<file path="src/rtl/xal_pkg.sv">
// Constants and types shared by the extended ALU and address datapath
//------------------------------------------------------------------------------
// Summary of operation
//------------------------------------------------------------------------------
// Summary of operation
// - Subtract with carry: dst plus inverted src plus C
// - Subtract flags: N, Z, carry, signed overflow
// - Register byte swap; address-word keeps top, word clears
// - Memory byte swap; address-word clears bits 31:20
// - Byte swap leaves all four flags alone
// - Register sign extend fills bits 19:8 always
// - Memory sign extend: address-word 19:8, word 15:8
// - Sign extend flags: N, Z, C=not Z, V=0
// - Test against zero; destination kept, C=1, V=0
// - Exclusive OR into destination, source unchanged
// - Exclusive OR flags; V when both operands negative
// - Address ops: register or immediate; move has more (here add also takes every memory source mode)
// - 20-bit register add with 20-bit flags
// - Jump loads 20-bit target; memory words low first
// - Auto-increment jump pointer grows by four
// - Symbolic and indexed use signed 16-bit index
// - Oscillator, processor-off, interrupt-enable bits untouched
package xal_pkg;

    // Operation codes
    localparam logic [3:0] OP_SUBC = 4'h0;
    localparam logic [3:0] OP_SWPB = 4'h1;
    localparam logic [3:0] OP_SXT  = 4'h2;
    localparam logic [3:0] OP_TST  = 4'h3;
    localparam logic [3:0] OP_XOR  = 4'h4;
    localparam logic [3:0] OP_WADD = 4'h5;
    localparam logic [3:0] OP_JMP  = 4'h6;
    localparam logic [3:0] OP_WMOV = 4'h7;

    // Operand sizes
    localparam logic [1:0] SZ_ADDR = 2'h0;
    localparam logic [1:0] SZ_WORD = 2'h1;
    localparam logic [1:0] SZ_BYTE = 2'h2;

    // Addressing modes
    localparam logic [2:0] M_REG = 3'h0;
    localparam logic [2:0] M_IMM = 3'h1;
    localparam logic [2:0] M_SYM = 3'h2;
    localparam logic [2:0] M_ABS = 3'h3;
    localparam logic [2:0] M_IND = 3'h4;
    localparam logic [2:0] M_INC = 3'h5;
    localparam logic [2:0] M_IDX = 3'h6;

    // Special register numbers
    localparam logic [3:0] REG_PC = 4'h0;
    localparam logic [3:0] REG_SR = 4'h2;
    localparam logic [3:0] REG_CG = 4'h3;

    // Status register bit positions and reset value
    localparam int SR_C      = 0;
    localparam int SR_Z      = 1;
    localparam int SR_N      = 2;
    localparam int SR_IEN    = 3;
    localparam int SR_PRCOFF = 4;
    localparam int SR_OSCSTP = 5;
    localparam int SR_V      = 8;
    localparam logic [15:0] SR_RESET = 16'h0000;
    localparam logic [19:0] PC_RESET = 20'h00000;

    // Address step to the high word, and pointer steps per size
    localparam logic [19:0] HI_WORD_STEP = 20'h00002;
    localparam logic [19:0] STEP_ADDR    = 20'h00004;
    localparam logic [19:0] STEP_WORD    = 20'h00002;
    localparam logic [19:0] STEP_BYTE    = 20'h00001;

    typedef enum logic [9:0] {
        ST_IDLE  = 10'b0000000001,
        ST_RDREG = 10'b0000000010,
        ST_SRCLO = 10'b0000000100,
        ST_SRCHI = 10'b0000001000,
        ST_DSTGO = 10'b0000010000,
        ST_DSTLO = 10'b0000100000,
        ST_DSTHI = 10'b0001000000,
        ST_EXEC  = 10'b0010000000,
        ST_WRLO  = 10'b0100000000,
        ST_WRHI  = 10'b1000000000
    } xal_state_t;

    typedef struct packed {
        xal_state_t  state;
        logic [3:0]  op;
        logic [1:0]  size;
        logic [2:0]  smode;
        logic [2:0]  dmode;
        logic [3:0]  sreg;
        logic [3:0]  dreg;
        logic [19:0] simm;
        logic [15:0] sidx;
        logic [19:0] dimm;
        logic [15:0] didx;
        logic [19:0] src;
        logic [19:0] dst;
        logic [19:0] daddr;
        logic [19:0] res;
        logic [19:0] pc;
        logic [15:0] sr;
        logic        rf_we;
        logic [3:0]  rf_waddr;
        logic [19:0] rf_wdata;
        logic        mem_req;
        logic        mem_we;
        logic        mem_byte;
        logic [19:0] mem_addr;
        logic [15:0] mem_wdata;
        logic        ready;
        logic        done;
    } xal_core_t;

endpackage : xal_pkg

</file>
<file path="src/rtl/xal_regfile.sv">
// Working register file with two registered read ports
`timescale 1ns/1ns
`default_nettype none
module xal_regfile
#(
    parameter int WIDTH = 20,
    parameter int DEPTH = 16
)
(
    input  wire logic                     clk,
    input  wire logic [$clog2(DEPTH)-1:0] raddr_a,
    input  wire logic [$clog2(DEPTH)-1:0] raddr_b,
    output logic      [WIDTH-1:0]         rdata_a,
    output logic      [WIDTH-1:0]         rdata_b,
    input  wire logic                     we,
    input  wire logic [$clog2(DEPTH)-1:0] waddr,
    input  wire logic [WIDTH-1:0]         wdata
);

    logic [WIDTH-1:0] mem [DEPTH];

    //--------------------------------------------------------------------------
    // Storage and read registers
    //--------------------------------------------------------------------------
    always_ff @(posedge clk)
    begin
        if (we)
        begin
            mem[waddr] <= wdata;
        end
        rdata_a <= (we && waddr == raddr_a) ? wdata : mem[raddr_a];
        rdata_b <= (we && waddr == raddr_b) ? wdata : mem[raddr_b];
    end

endmodule // xal_regfile
`default_nettype wire

</file>
<file path="src/rtl/xal_core.sv">
// Execution datapath for extended 20-bit arithmetic, swap, extend and jump operations
`timescale 1ns/1ns
`default_nettype none
module xal_core
    import xal_pkg::*;
(
    input  wire logic        REF_CLK,
    input  wire logic        RST_N,
    input  wire logic        OP_VALID,
    input  wire logic [3:0]  OP_CODE,
    input  wire logic [1:0]  OP_SIZE,
    input  wire logic [2:0]  SRC_MODE,
    input  wire logic [3:0]  SRC_REG,
    input  wire logic [19:0] SRC_IMM,
    input  wire logic [15:0] SRC_INDEX,
    input  wire logic [2:0]  DST_MODE,
    input  wire logic [3:0]  DST_REG,
    input  wire logic [19:0] DST_IMM,
    input  wire logic [15:0] DST_INDEX,
    output logic             OP_READY,
    output logic             OP_DONE,
    output logic [19:0]      RESULT,
    output logic [19:0]      PC_VALUE,
    output logic [15:0]      STATUS_REG,
    output logic             MEM_REQ,
    output logic             MEM_WE,
    output logic             MEM_BYTE,
    output logic [19:0]      MEM_ADDR,
    output logic [15:0]      MEM_WDATA,
    input  wire logic        MEM_ACK,
    input  wire logic [15:0] MEM_RDATA
);

    //--------------------------------------------------------------------------
    // Helper functions
    //--------------------------------------------------------------------------
    function automatic logic [19:0] width_mask(input logic [1:0] sz);
        width_mask = (sz == SZ_ADDR) ? 20'hfffff : (sz == SZ_WORD) ? 20'h0ffff : 20'h000ff;
    endfunction

    function automatic logic msb_of(input logic [19:0] v, input logic [1:0] sz);
        msb_of = (sz == SZ_ADDR) ? v[19] : (sz == SZ_WORD) ? v[15] : v[7];
    endfunction

    function automatic logic carry_of(input logic [20:0] s, input logic [1:0] sz);
        carry_of = (sz == SZ_ADDR) ? s[20] : (sz == SZ_WORD) ? s[16] : s[8];
    endfunction

    function automatic logic [19:0] reg_view(input logic [3:0] sel, input logic [19:0] rf,
                                             input logic [19:0] pc, input logic [15:0] sr);
        if (sel == REG_PC)
            reg_view = pc;
        else if (sel == REG_SR)
            reg_view = {4'h0, sr};
        else if (sel == REG_CG)
            reg_view = 20'h00000;
        else
            reg_view = rf;
    endfunction

    function automatic logic [19:0] addr_of(input logic [2:0] md, input logic [19:0] base,
                                            input logic [19:0] pc, input logic [15:0] idx,
                                            input logic [19:0] imm);
        logic [19:0] sidx;
        sidx = {{4{idx[15]}}, idx};
        unique case (md)
            M_SYM:   addr_of = pc + sidx;
            M_ABS:   addr_of = imm;
            M_IDX:   addr_of = base + sidx;
            default: addr_of = base;
        endcase
    endfunction

    function automatic logic [19:0] step_of(input logic [1:0] sz);
        step_of = (sz == SZ_ADDR) ? STEP_ADDR : (sz == SZ_WORD) ? STEP_WORD : STEP_BYTE;
    endfunction

    //--------------------------------------------------------------------------
    // Reset release
    //--------------------------------------------------------------------------
    logic rst_meta_n;
    logic rst_n;

    always_ff @(posedge REF_CLK or negedge RST_N)
    begin
        if (!RST_N)
        begin
            rst_meta_n <= 1'b0;
            rst_n      <= 1'b0;
        end
        else
        begin
            rst_meta_n <= 1'b1;
            rst_n      <= rst_meta_n;
        end
    end

    //--------------------------------------------------------------------------
    // Register file
    //--------------------------------------------------------------------------
    xal_core_t   q;
    xal_core_t   n;
    logic [19:0] rd_a;
    logic [19:0] rd_b;
    logic [3:0]  ra;
    logic [3:0]  rb;

    assign ra = q.state == ST_IDLE ? SRC_REG : q.sreg;
    assign rb = q.state == ST_IDLE ? DST_REG : q.dreg;

    xal_regfile #(.WIDTH(20), .DEPTH(16)) u_regs
    (
        .clk     (REF_CLK),
        .raddr_a (ra),
        .raddr_b (rb),
        .rdata_a (rd_a),
        .rdata_b (rd_b),
        .we      (q.rf_we),
        .waddr   (q.rf_waddr),
        .wdata   (q.rf_wdata)
    );

    //--------------------------------------------------------------------------
    // Sequencer and datapath
    //--------------------------------------------------------------------------
    always_comb
    begin
        logic [19:0] s_base;
        logic [19:0] d_base;
        logic [19:0] saddr;
        logic [19:0] m;
        logic [19:0] r;
        logic [20:0] sum;
        logic        fc;
        logic        fv;
        logic        upd;
        logic        has_src;
        logic        wr_dst;
        s_base  = reg_view(q.sreg, rd_a, q.pc, q.sr);
        d_base  = reg_view(q.dreg, rd_b, q.pc, q.sr);
        saddr   = addr_of(q.smode, s_base, q.pc, q.sidx, q.simm);
        m       = width_mask(q.size);
        r       = 20'h00000;
        sum     = 21'h000000;
        fc      = 1'b0;
        fv      = 1'b0;
        upd     = 1'b0;
        has_src = q.op == OP_SUBC || q.op == OP_XOR || q.op == OP_WADD || q.op == OP_JMP || q.op == OP_WMOV;
        wr_dst  = q.op != OP_TST && q.op != OP_JMP;
        n       = q;
        n.done  = 1'b0;
        n.rf_we = 1'b0;
        unique case (q.state)
            ST_IDLE:
            begin
                if (OP_VALID)
                begin
                    n.op    = OP_CODE;
                    n.size  = (OP_CODE == OP_WADD || OP_CODE == OP_JMP || OP_CODE == OP_WMOV) ? SZ_ADDR : OP_SIZE;
                    n.smode = SRC_MODE;
                    n.sreg  = SRC_REG;
                    n.simm  = SRC_IMM;
                    n.sidx  = SRC_INDEX;
                    // Address ops always target a register
                    n.dmode = (OP_CODE == OP_WADD || OP_CODE == OP_WMOV) ? M_REG : DST_MODE;
                    n.dreg  = DST_REG;
                    n.dimm  = DST_IMM;
                    n.didx  = DST_INDEX;
                    n.ready = 1'b0;
                    n.state = ST_RDREG;
                end
            end
            ST_RDREG:
            begin
                n.daddr = addr_of(q.dmode, d_base, q.pc, q.didx, q.dimm);
                if (!has_src)
                    n.state = ST_DSTGO;
                else if (q.smode == M_REG)
                begin
                    n.src   = s_base & m;
                    n.state = ST_DSTGO;
                end
                else if (q.smode == M_IMM)
                begin
                    n.src   = q.simm & m;
                    n.state = ST_DSTGO;
                end
                else
                begin
                    n.mem_req  = 1'b1;
                    n.mem_we   = 1'b0;
                    n.mem_byte = q.size == SZ_BYTE;
                    n.mem_addr = saddr;
                    n.state    = ST_SRCLO;
                end
            end
            ST_SRCLO:
            begin
                if (MEM_ACK)
                begin
                    n.src     = {4'h0, MEM_RDATA} & m;
                    n.mem_req = 1'b0;
                    if (q.size == SZ_ADDR)
                    begin
                        // Low word first, high word next
                        n.mem_req  = 1'b1;
                        n.mem_addr = q.mem_addr + HI_WORD_STEP;
                        n.state    = ST_SRCHI;
                    end
                    else
                        n.state = ST_DSTGO;
                end
            end
            ST_SRCHI:
            begin
                if (MEM_ACK)
                begin
                    n.src     = {MEM_RDATA[3:0], q.src[15:0]};
                    n.mem_req = 1'b0;
                    n.state   = ST_DSTGO;
                end
            end
            ST_DSTGO:
            begin
                if (has_src && q.smode == M_INC && q.sreg != REG_PC)
                begin
                    n.rf_we    = 1'b1;
                    n.rf_waddr = q.sreg;
                    n.rf_wdata = s_base + step_of(q.size);
                end
                if (q.op == OP_JMP || q.op == OP_WMOV)
                    n.state = ST_EXEC;
                else if (q.dmode == M_REG)
                begin
                    n.dst   = d_base;
                    n.state = ST_EXEC;
                end
                else
                begin
                    n.mem_req  = 1'b1;
                    n.mem_we   = 1'b0;
                    n.mem_byte = q.size == SZ_BYTE;
                    n.mem_addr = q.daddr;
                    n.state    = ST_DSTLO;
                end
            end
            ST_DSTLO:
            begin
                if (MEM_ACK)
                begin
                    n.dst     = {4'h0, MEM_RDATA};
                    n.mem_req = 1'b0;
                    if (q.size == SZ_ADDR)
                    begin
                        n.mem_req  = 1'b1;
                        n.mem_addr = q.mem_addr + HI_WORD_STEP;
                        n.state    = ST_DSTHI;
                    end
                    else
                        n.state = ST_EXEC;
                end
            end
            ST_DSTHI:
            begin
                if (MEM_ACK)
                begin
                    n.dst     = {MEM_RDATA[3:0], q.dst[15:0]};
                    n.mem_req = 1'b0;
                    n.state   = ST_EXEC;
                end
            end
            ST_EXEC:
            begin
                unique case (q.op)
                    OP_SUBC, OP_WADD:
                    begin
                        if (q.op == OP_SUBC)
                            sum = {1'b0, q.dst & m} + {1'b0, ~q.src & m} + {20'h00000, q.sr[SR_C]};
                        else
                            sum = {1'b0, q.dst} + {1'b0, q.src};
                        r   = sum[19:0] & m;
                        fc  = carry_of(sum, q.size);
                        if (q.op == OP_SUBC)
                            fv = (msb_of(q.src, q.size) != msb_of(q.dst, q.size))
                               && (msb_of(r, q.size) != msb_of(q.dst, q.size));
                        else
                            fv = (msb_of(q.src, q.size) == msb_of(q.dst, q.size))
                               && (msb_of(r, q.size) != msb_of(q.dst, q.size));
                        upd = 1'b1;
                    end
                    OP_SWPB:
                    begin
                        // High nibble kept at address-word size only
                        r = {(q.size == SZ_ADDR) ? q.dst[19:16] : 4'h0, q.dst[7:0], q.dst[15:8]};
                    end
                    OP_SXT:
                    begin
                        if (q.dmode == M_REG || q.size == SZ_ADDR)
                            r = {{12{q.dst[7]}}, q.dst[7:0]};
                        else
                            r = {4'h0, {8{q.dst[7]}}, q.dst[7:0]};
                        fc  = (r & m) != 20'h00000;
                        upd = 1'b1;
                    end
                    OP_TST:
                    begin
                        sum = {1'b0, q.dst & m} + {1'b0, m} + 21'h000001;
                        r   = sum[19:0] & m;
                        fc  = 1'b1;
                        upd = 1'b1;
                    end
                    OP_XOR:
                    begin
                        r   = (q.src ^ q.dst) & m;
                        fc  = r != 20'h00000;
                        fv  = msb_of(q.src, q.size) && msb_of(q.dst, q.size);
                        upd = 1'b1;
                    end
                    default:
                    begin
                        r = q.src;
                    end
                endcase
                if (upd)
                begin
                    // Only arithmetic flags move
                    n.sr[SR_N] = msb_of(r, q.size);
                    n.sr[SR_Z] = (r & m) == 20'h00000;
                    n.sr[SR_C] = fc;
                    n.sr[SR_V] = fv;
                end
                n.res = r;
                if (q.op == OP_JMP)
                begin
                    n.pc    = q.src;
                    n.done  = 1'b1;
                    n.ready = 1'b1;
                    n.state = ST_IDLE;
                end
                else if (!wr_dst)
                begin
                    n.done  = 1'b1;
                    n.ready = 1'b1;
                    n.state = ST_IDLE;
                end
                else if (q.dmode == M_REG)
                begin
                    if (q.dreg == REG_PC)
                        n.pc = r;
                    else if (q.dreg != REG_SR && q.dreg != REG_CG)
                    begin
                        n.rf_we    = 1'b1;
                        n.rf_waddr = q.dreg;
                        n.rf_wdata = r;
                    end
                    n.done  = 1'b1;
                    n.ready = 1'b1;
                    n.state = ST_IDLE;
                end
                else
                begin
                    n.mem_req   = 1'b1;
                    n.mem_we    = 1'b1;
                    n.mem_byte  = q.size == SZ_BYTE;
                    n.mem_addr  = q.daddr;
                    n.mem_wdata = (q.size == SZ_BYTE) ? {8'h00, r[7:0]} : r[15:0];
                    n.state     = ST_WRLO;
                end
            end
            ST_WRLO:
            begin
                if (MEM_ACK)
                begin
                    n.mem_req = 1'b0;
                    n.mem_we  = 1'b0;
                    if (q.size == SZ_ADDR)
                    begin
                        // Upper word carries bits 19:16, bits 31:20 cleared
                        n.mem_req   = 1'b1;
                        n.mem_we    = 1'b1;
                        n.mem_addr  = q.mem_addr + HI_WORD_STEP;
                        n.mem_wdata = {12'h000, q.res[19:16]};
                        n.state     = ST_WRHI;
                    end
                    else
                    begin
                        n.done  = 1'b1;
                        n.ready = 1'b1;
                        n.state = ST_IDLE;
                    end
                end
            end
            ST_WRHI:
            begin
                if (MEM_ACK)
                begin
                    n.mem_req = 1'b0;
                    n.mem_we  = 1'b0;
                    n.done    = 1'b1;
                    n.ready   = 1'b1;
                    n.state   = ST_IDLE;
                end
            end
            default:
            begin
                n.state = ST_IDLE;
            end
        endcase
    end

    //--------------------------------------------------------------------------
    // State register
    //--------------------------------------------------------------------------
    always_ff @(posedge REF_CLK or negedge rst_n)
    begin
        if (!rst_n)
        begin
            q       <= '0;
            q.state <= ST_IDLE;
            q.size  <= SZ_ADDR;
            q.pc    <= PC_RESET;
            q.sr    <= SR_RESET;
            q.ready <= 1'b1;
        end
        else
        begin
            q <= n;
        end
    end

    //--------------------------------------------------------------------------
    // Outputs
    //--------------------------------------------------------------------------
    assign OP_READY   = q.ready;
    assign OP_DONE    = q.done;
    assign RESULT     = q.res;
    assign PC_VALUE   = q.pc;
    assign STATUS_REG = q.sr;
    assign MEM_REQ    = q.mem_req;
    assign MEM_WE     = q.mem_we;
    assign MEM_BYTE   = q.mem_byte;
    assign MEM_ADDR   = q.mem_addr;
    assign MEM_WDATA  = q.mem_wdata;

endmodule // xal_core
`default_nettype wire

</file>
<file path="config.mk">
export PLATFORM = sky130hd
export DESIGN_NAME = xal_core
export DESIGN_NICKNAME = d
export VERILOG_FILES = /design/src/rtl/xal_pkg.sv /design/src/rtl/xal_regfile.sv /design/src/rtl/xal_core.sv
export SDC_FILE = /design/constraint.sdc
export NUM_CORES = 1
export LEC_CHECK = 0
export ABC_CLOCK_PERIOD_IN_PS = 14600
export BUFFER_PORTS_ARGS = -buffer_cell sky130_fd_sc_hd__buf_2
export CORE_UTILIZATION = 40
export CTS_CLUSTER_SIZE = 14
export DETAILED_ROUTE_END_ITERATION = 6
export GPL_TIMING_DRIVEN = 0
export PLACE_DENSITY_LB_ADDON = 0.25
export SETUP_SLACK_MARGIN = 0.02
export SKIP_LAST_GASP = 1
export SLEW_MARGIN = 20
export SYNTH_ARGS = -nofsm -noshare
export SYNTH_HDL_FRONTEND = slang
export SYNTH_SLANG_ARGS = --single-unit
</file>
<file path="constraint.sdc">
create_clock -name REF_CLK -period 14.6 [get_ports REF_CLK]
set_input_delay 2.92 -clock REF_CLK [delete_from_list [all_inputs] [get_ports REF_CLK]]
set_output_delay 2.92 -clock REF_CLK [all_outputs]
set_load 0.01 [all_outputs]
</file>
After elaboration in Yosys (flattened, before gate mapping)
Memories as Yosys holds them, arrays and structs flattened. A register that Yosys moved wholly into a read port is not among the register bits.
Index checks and enable logic that the tools add are counted.
- reduce and logical (&&, ||, !) cells: 59
- eq/ne operators: 68
- $add $sub $neg: 11
- muxes and demuxes: 112
- bitwise gates (word level): 14
- operators by type and width (cell ; number):
    two-way mux 20 bit ; 25
    one-hot mux 20 bit (3 select lines) ; 4
    one-hot mux 20 bit (5 select lines) ; 2
    AND 20 bit ; 9
    two-way mux 64 bit ; 2
    two-way mux 10 bit ; 12
    two-way mux 23 bit ; 5
    two-way mux 102 bit ; 1
    adder 20 bit ; 5
    two-way mux 25 bit ; 4
    one-hot mux 10 bit (10 select lines) ; 1
    two-way mux 21 bit ; 3
    one-hot mux 25 bit (2 select lines) ; 1
    inequality test 2 bit (second input constant) ; 22
    adder 20 x 20 -> 21 bit ; 2
    nonzero test 20 bit ; 2
    two-way mux 39 bit ; 1
    two-way mux 38 bit ; 1
    two-way mux 36 bit ; 1
    two-way mux 16 bit ; 2
    one-hot mux 16 bit (2 select lines) ; 1
    == test 4 x 3 -> 1 bit (second input constant) ; 7
    AND reduction 13 bit ; 2
    == test 4 x 2 -> 1 bit (second input constant) ; 6
    63 further kinds ; 143
- bits in writable memories: 320
- memories kept: 1
- register bits: 274
- input bits: 112
- output and inout port bits: 97
- memories (name ; depth ; width ; read ports ; clocked after memory_dff ; wr ports ; line ; RTL):
    u_regs.mem ; 16 ; 20 ; 2 ; 2 ; 1 ; xal_regfile.sv:20 ; logic [WIDTH-1:0] mem [DEPTH];

Longest topological paths before layout
- depth after elaboration: 18
- mapped depth: 22
- depth with buffers taken out: 18

Cells and area by module
From an unflattened synthesis, not the netlist that was laid out.
- cells, all modules: 3236
- area, all modules: 34573.2 um2
- modules (own cells, without submodules) (module ; sequential area each (um2) ; instances ; cells each ; area an instance (um2)):
    xal_core ; 6859.1 ; 1 ; 2545 ; 19871.6
    xal_regfile ; 9769.4 ; 1 ; 691 ; 14701.6

Worst setup path before layout
OpenSTA, ideal clock, no wires.
- path kind: flip-flop to flip-flop
- start point: reg with a tool-made name
- end point: reg q[140] (netlist bit)
- clock period less this slack: 5.345 ns
- path buffers: 2
- arrival time: 5.216 ns
- stages on the path, launching flop included: 21
- setup slack: 9.255 ns
- path through: dfxtp_1 buf_2 buf_2 mux4_2 mux4_2 a22oi_1 o21ai_0 mux2_2 ha_1 fa_1 a21o_1 a21o_1 a2111oi_2 nor2_1 a221o_1 a2111o_1 nand3_1 a31oi_1 xor2_1 a221oi_1 a21oi_1
- RTL lines (item ; line ; RTL):
    to (signal assigned) ; xal_core.sv:427 ; q <= n;
    to (decl) ; xal_core.sv:101 ; xal_core_t q;

==> flow_metrics.tcl <==
set metrics [dict create \
    grt_pass1_vias 26629 \
    ys_seq_elements 602 \
    critPathMaxStageDelay_ns 0.75 \
    path_clk_slew_ns 0.06 \
    dpl_cell_area_um2 37470 \
    grt_max_degree 57 \
    die_area_um2 86900 \
    grt_use_met1_pct 38.34 \
    cap_violations 0 \
    drt-total-wl_um 124200 \
    ioPinCount 209 \
    drive_gt1_share_pct 21.24 \
    h-tree-depth 3 \
    vias 27912 \
    synth_area_leaders "edfxtp_1 28%, dfrtp_1 20%, mux4_2 13%, nand2_1 6.1%, o21ai_0 3.3%" \
    cts_buffer_depth 3 \
    drc_errors 5 \
    globalRouteMet3Util_pct 5.829 \
    yosys.area.top_type "edfxtp_1" \
    drtIter0Drc 3239 \
    core.rowCount 107 \
    fin_area_um2 39680 \
    sw_frac_of_total_pct 44.94 \
    finalWorstSetupSlack_ns 7.790 \
    core_area_um2 85010 \
    rsz0062_at_grt "no" \
    cts_tree "done" \
    ant_nets 0 \
    async_flop_share_pct 45.51 \
    cts_resized 0 \
    nets 3636 \
    synth_area_um2 34290 \
    netlist_instances 3124 \
    synth_common_cells "558 x nand2_1, 320 x edfxtp_1, 272 x dfrtp_1" \
    cts_hold_buf 0 \
    crit_family "compound AO/OA/AOI/OAI gates" \
    power_frac_comb_pct 47.6 \
    yosysWarnings 0 \
    viasPerCell 6.026 \
    synth_top_cell_area_share_pct 28.02 \
    initial_utilization_pct 40.33 \
    cts_buffers 67 \
    min_path_type "register to asynchronous set/reset pin" \
    path_max_fanout 10 \
    internal_power_w 0.004328 \
    end_kind "register" \
    leakagePower_nw 16.71 \
    synth_edf_count 320 \
    vdd_ir_drop_max_mv 0.08922 \
    power_density_nw_per_um2 198.1 \
    crit_slowest_cell "clkbuf_1" \
    root_buffer "clkbuf_16" \
    fin_crit_sh_pct 46.65 \
    finalSetupViolations 0 \
    clkSinkCount 602 \
    crit_top_cell "a21oi_1" \
    worstSetupPathType "register to register" \
    met2_usage_pct 44.18 \
    worst_pin_slew_ns 1.224 \
    finClkSkew_ns 0.03315 \
    area_delta_synth_final_pct 15.71 \
    dpl.hpwl_um 93800 \
    cts_setup_buffers 0 \
    grt_pass1_wl_um 180700 \
    io_buffers 196 \
    yosysMostFrequentCell "nand2_1" \
    grtUsageTotal_pct 28.63 \
    ys_seq_area_share_pct 48.49 \
    nFillCells 7846 \
    tns_ns 0 \
    final_hold_viol_count 0 \
    crit_required_ns 15.10 \
    die_height_um 294.8 \
    cp_cell_sequence "clkbuf_1, clkbuf_1, mux4_2, a21oi_1, o21ai_1, inv_1, o21ai_0, fa_1, a21oi_1, o21bai_1, a21oi_1, o21ai_0, a21oi_1, a21oi_1, o21ai_0, a21boi_0, mux2i_1, a21oi_1, nor3_1" \
    avgSynthCellArea_um2 10.98 \
    slew_viol_final 0 \
    max_clock_freq_ghz 0.1468 \
    netlist-cell-type-count 97 \
    grt-busiest-layer "met2" \
    routedWlPerCell_um 26.80 \
    gr-total-overflow 0 \
    synth-main-ff-cell "edfxtp_1" \
    switchingPower_w 0.003533 \
    fin_crit_ns 6.810 \
    p_clk_share_pct 21.7 \
    first_pass_iters 7 \
    gp_congestion 0.9903 \
    worstSkewPairLatency_ns 0.64 \
    timing.critical_path.buf_inv 3 \
    startpoint_type "register" \
    status "complete, but fails checks" \
    preCtsSetupSlack_ns 7.804 \
    dieWidth_um 294.8 \
    pwr-share-seq_pct 30.7 \
    arrival_ns 7.31 \
    violations "DRC" \
    max_slew_margin_pct 18.39 \
    antenna_found_initial 2 \
]
-- state kept, by name, indices dropped and copies added, names as in the netlist, named ones only --
signal	count
rst_meta_n	1
u_regs.mem	320
PC_VALUE	20
RESULT	20
MEM_WDATA	16
MEM_WE	1
OP_READY	1
OP_DONE	1
MEM_ADDR	20
rst_n	1
q	187
MEM_REQ	1
STATUS_REG	4
MEM_BYTE	1
-- through the flow --
step	hold slack (ns)	util [%]	total power, W	instances
after floorplan	0.3312	-	0.004687	3135
after global placement	0.3311	43.22	0.006038	4475
after CTS	0.3332	46.64	0.007783	4627
final	0.3172	46.67	0.007861	4632
after global routing	0.3690	46.66	0.008206	4630
after detailed placement	0.3317	44.08	0.006078	4509
-- placed cells by master, fill, tap and decap left out, drive strengths merged, types with 15 or more instances in the layout --
master,synthesis,routed
nor3,50,50
mux4,199,199
ha,83,83
xnor2,39,39
nor2b,36,36
o21ai,258,258
inv,46,52
clkbuf,118,202
a22oi,76,76
a31oi,17,17
nand3,36,36
nor2,229,229
nand2,558,558
edfxtp,320,320
nand2b,25,25
a21o,49,49
buf,152,382
a21oi,201,201
a211oi,16,16
and2,15,15
and3,16,16
dfrtp,272,272
clkinv,1,22
xor2,42,42
-- metal layers --
layer | up-vias | routed length, um
met5 | - | 0
met1 | 13867 | 49180
met3 | 314 | 12020
met4 | 0 | 6985
li1 | 12156 | -
met2 | 1575 | 55970
-- path summary, 6_finish.rpt --
kind,to,slack [ns],depth (start not counted)
setup / recovery,MEM_ADDR[18]$_DFFE_PN0P_,7.79,19
hold / removal,MEM_WDATA[4]$_DFFE_PN0P_,0.32,0
setup reg to reg,MEM_ADDR[18]$_DFFE_PN0P_,7.79,19
hold reg to reg,MEM_WDATA[4]$_DFFE_PN0P_,0.32,0
max in group asynchronous,rst_n$_DFF_PN0_,12.40,1
min in group REF_CLK,rst_n$_DFF_PN0_,0.35,0
-- logic make-up (layout without fill, tap and decap cells) --
| logic type | after synthesis | in the layout | share of synthesized area (%) |
|---|---|---|---|
| flops | 602 | 602 | 48.49 |
| simple gates | 1046 | 1046 | 13.39 |
| mux | 219 | 219 | 13.68 |
| xor+xnor | 81 | 81 | 2.069 |
| compound gates | 768 | 768 | 14.15 |
| other cells | 2 | 17 | 0.02190 |
| buf+inv | 317 | 666 | 4.817 |
| fa+ha+maj | 89 | 89 | 3.379 |
-- power by group through the flow --
| stage | Sequential, W | Clock, W | Combinational (W) |
|---|---|---|---|
| after floorplan | 0.00228 | 0 | 0.00240 |
| after global placement | 0.00245 | 0 | 0.00359 |
| after detailed placement | 0.00243 | 0 | 0.00365 |
| after CTS | 0.00240 | 0.00172 | 0.00366 |
| after global routing | 0.00244 | 0.00179 | 0.00398 |
| final | 0.00241 | 0.00171 | 0.00374 |
-- layout make-up --
| cell class | count | area, um^2 | area share, % |
|---|---|---|---|
| clock inverters | 35 | 382.9 | 0.9650 |
| repair buffers | 231 | 1565 | 3.945 |
| well taps | 1144 | 1431 | 3.608 |
| inverters | 47 | 176.4 | 0.4447 |
| flip-flops and latches | 602 | 16630 | 41.92 |
| plain buffers | 270 | 1479 | 3.728 |
| clock buffers | 83 | 1798 | 4.532 |
| multi-input cells | 2216 | 16200 | 40.83 |
| diodes | 4 | 10.01 | 0.02523 |
Note: power is estimated with default switching activity, not from simulation.
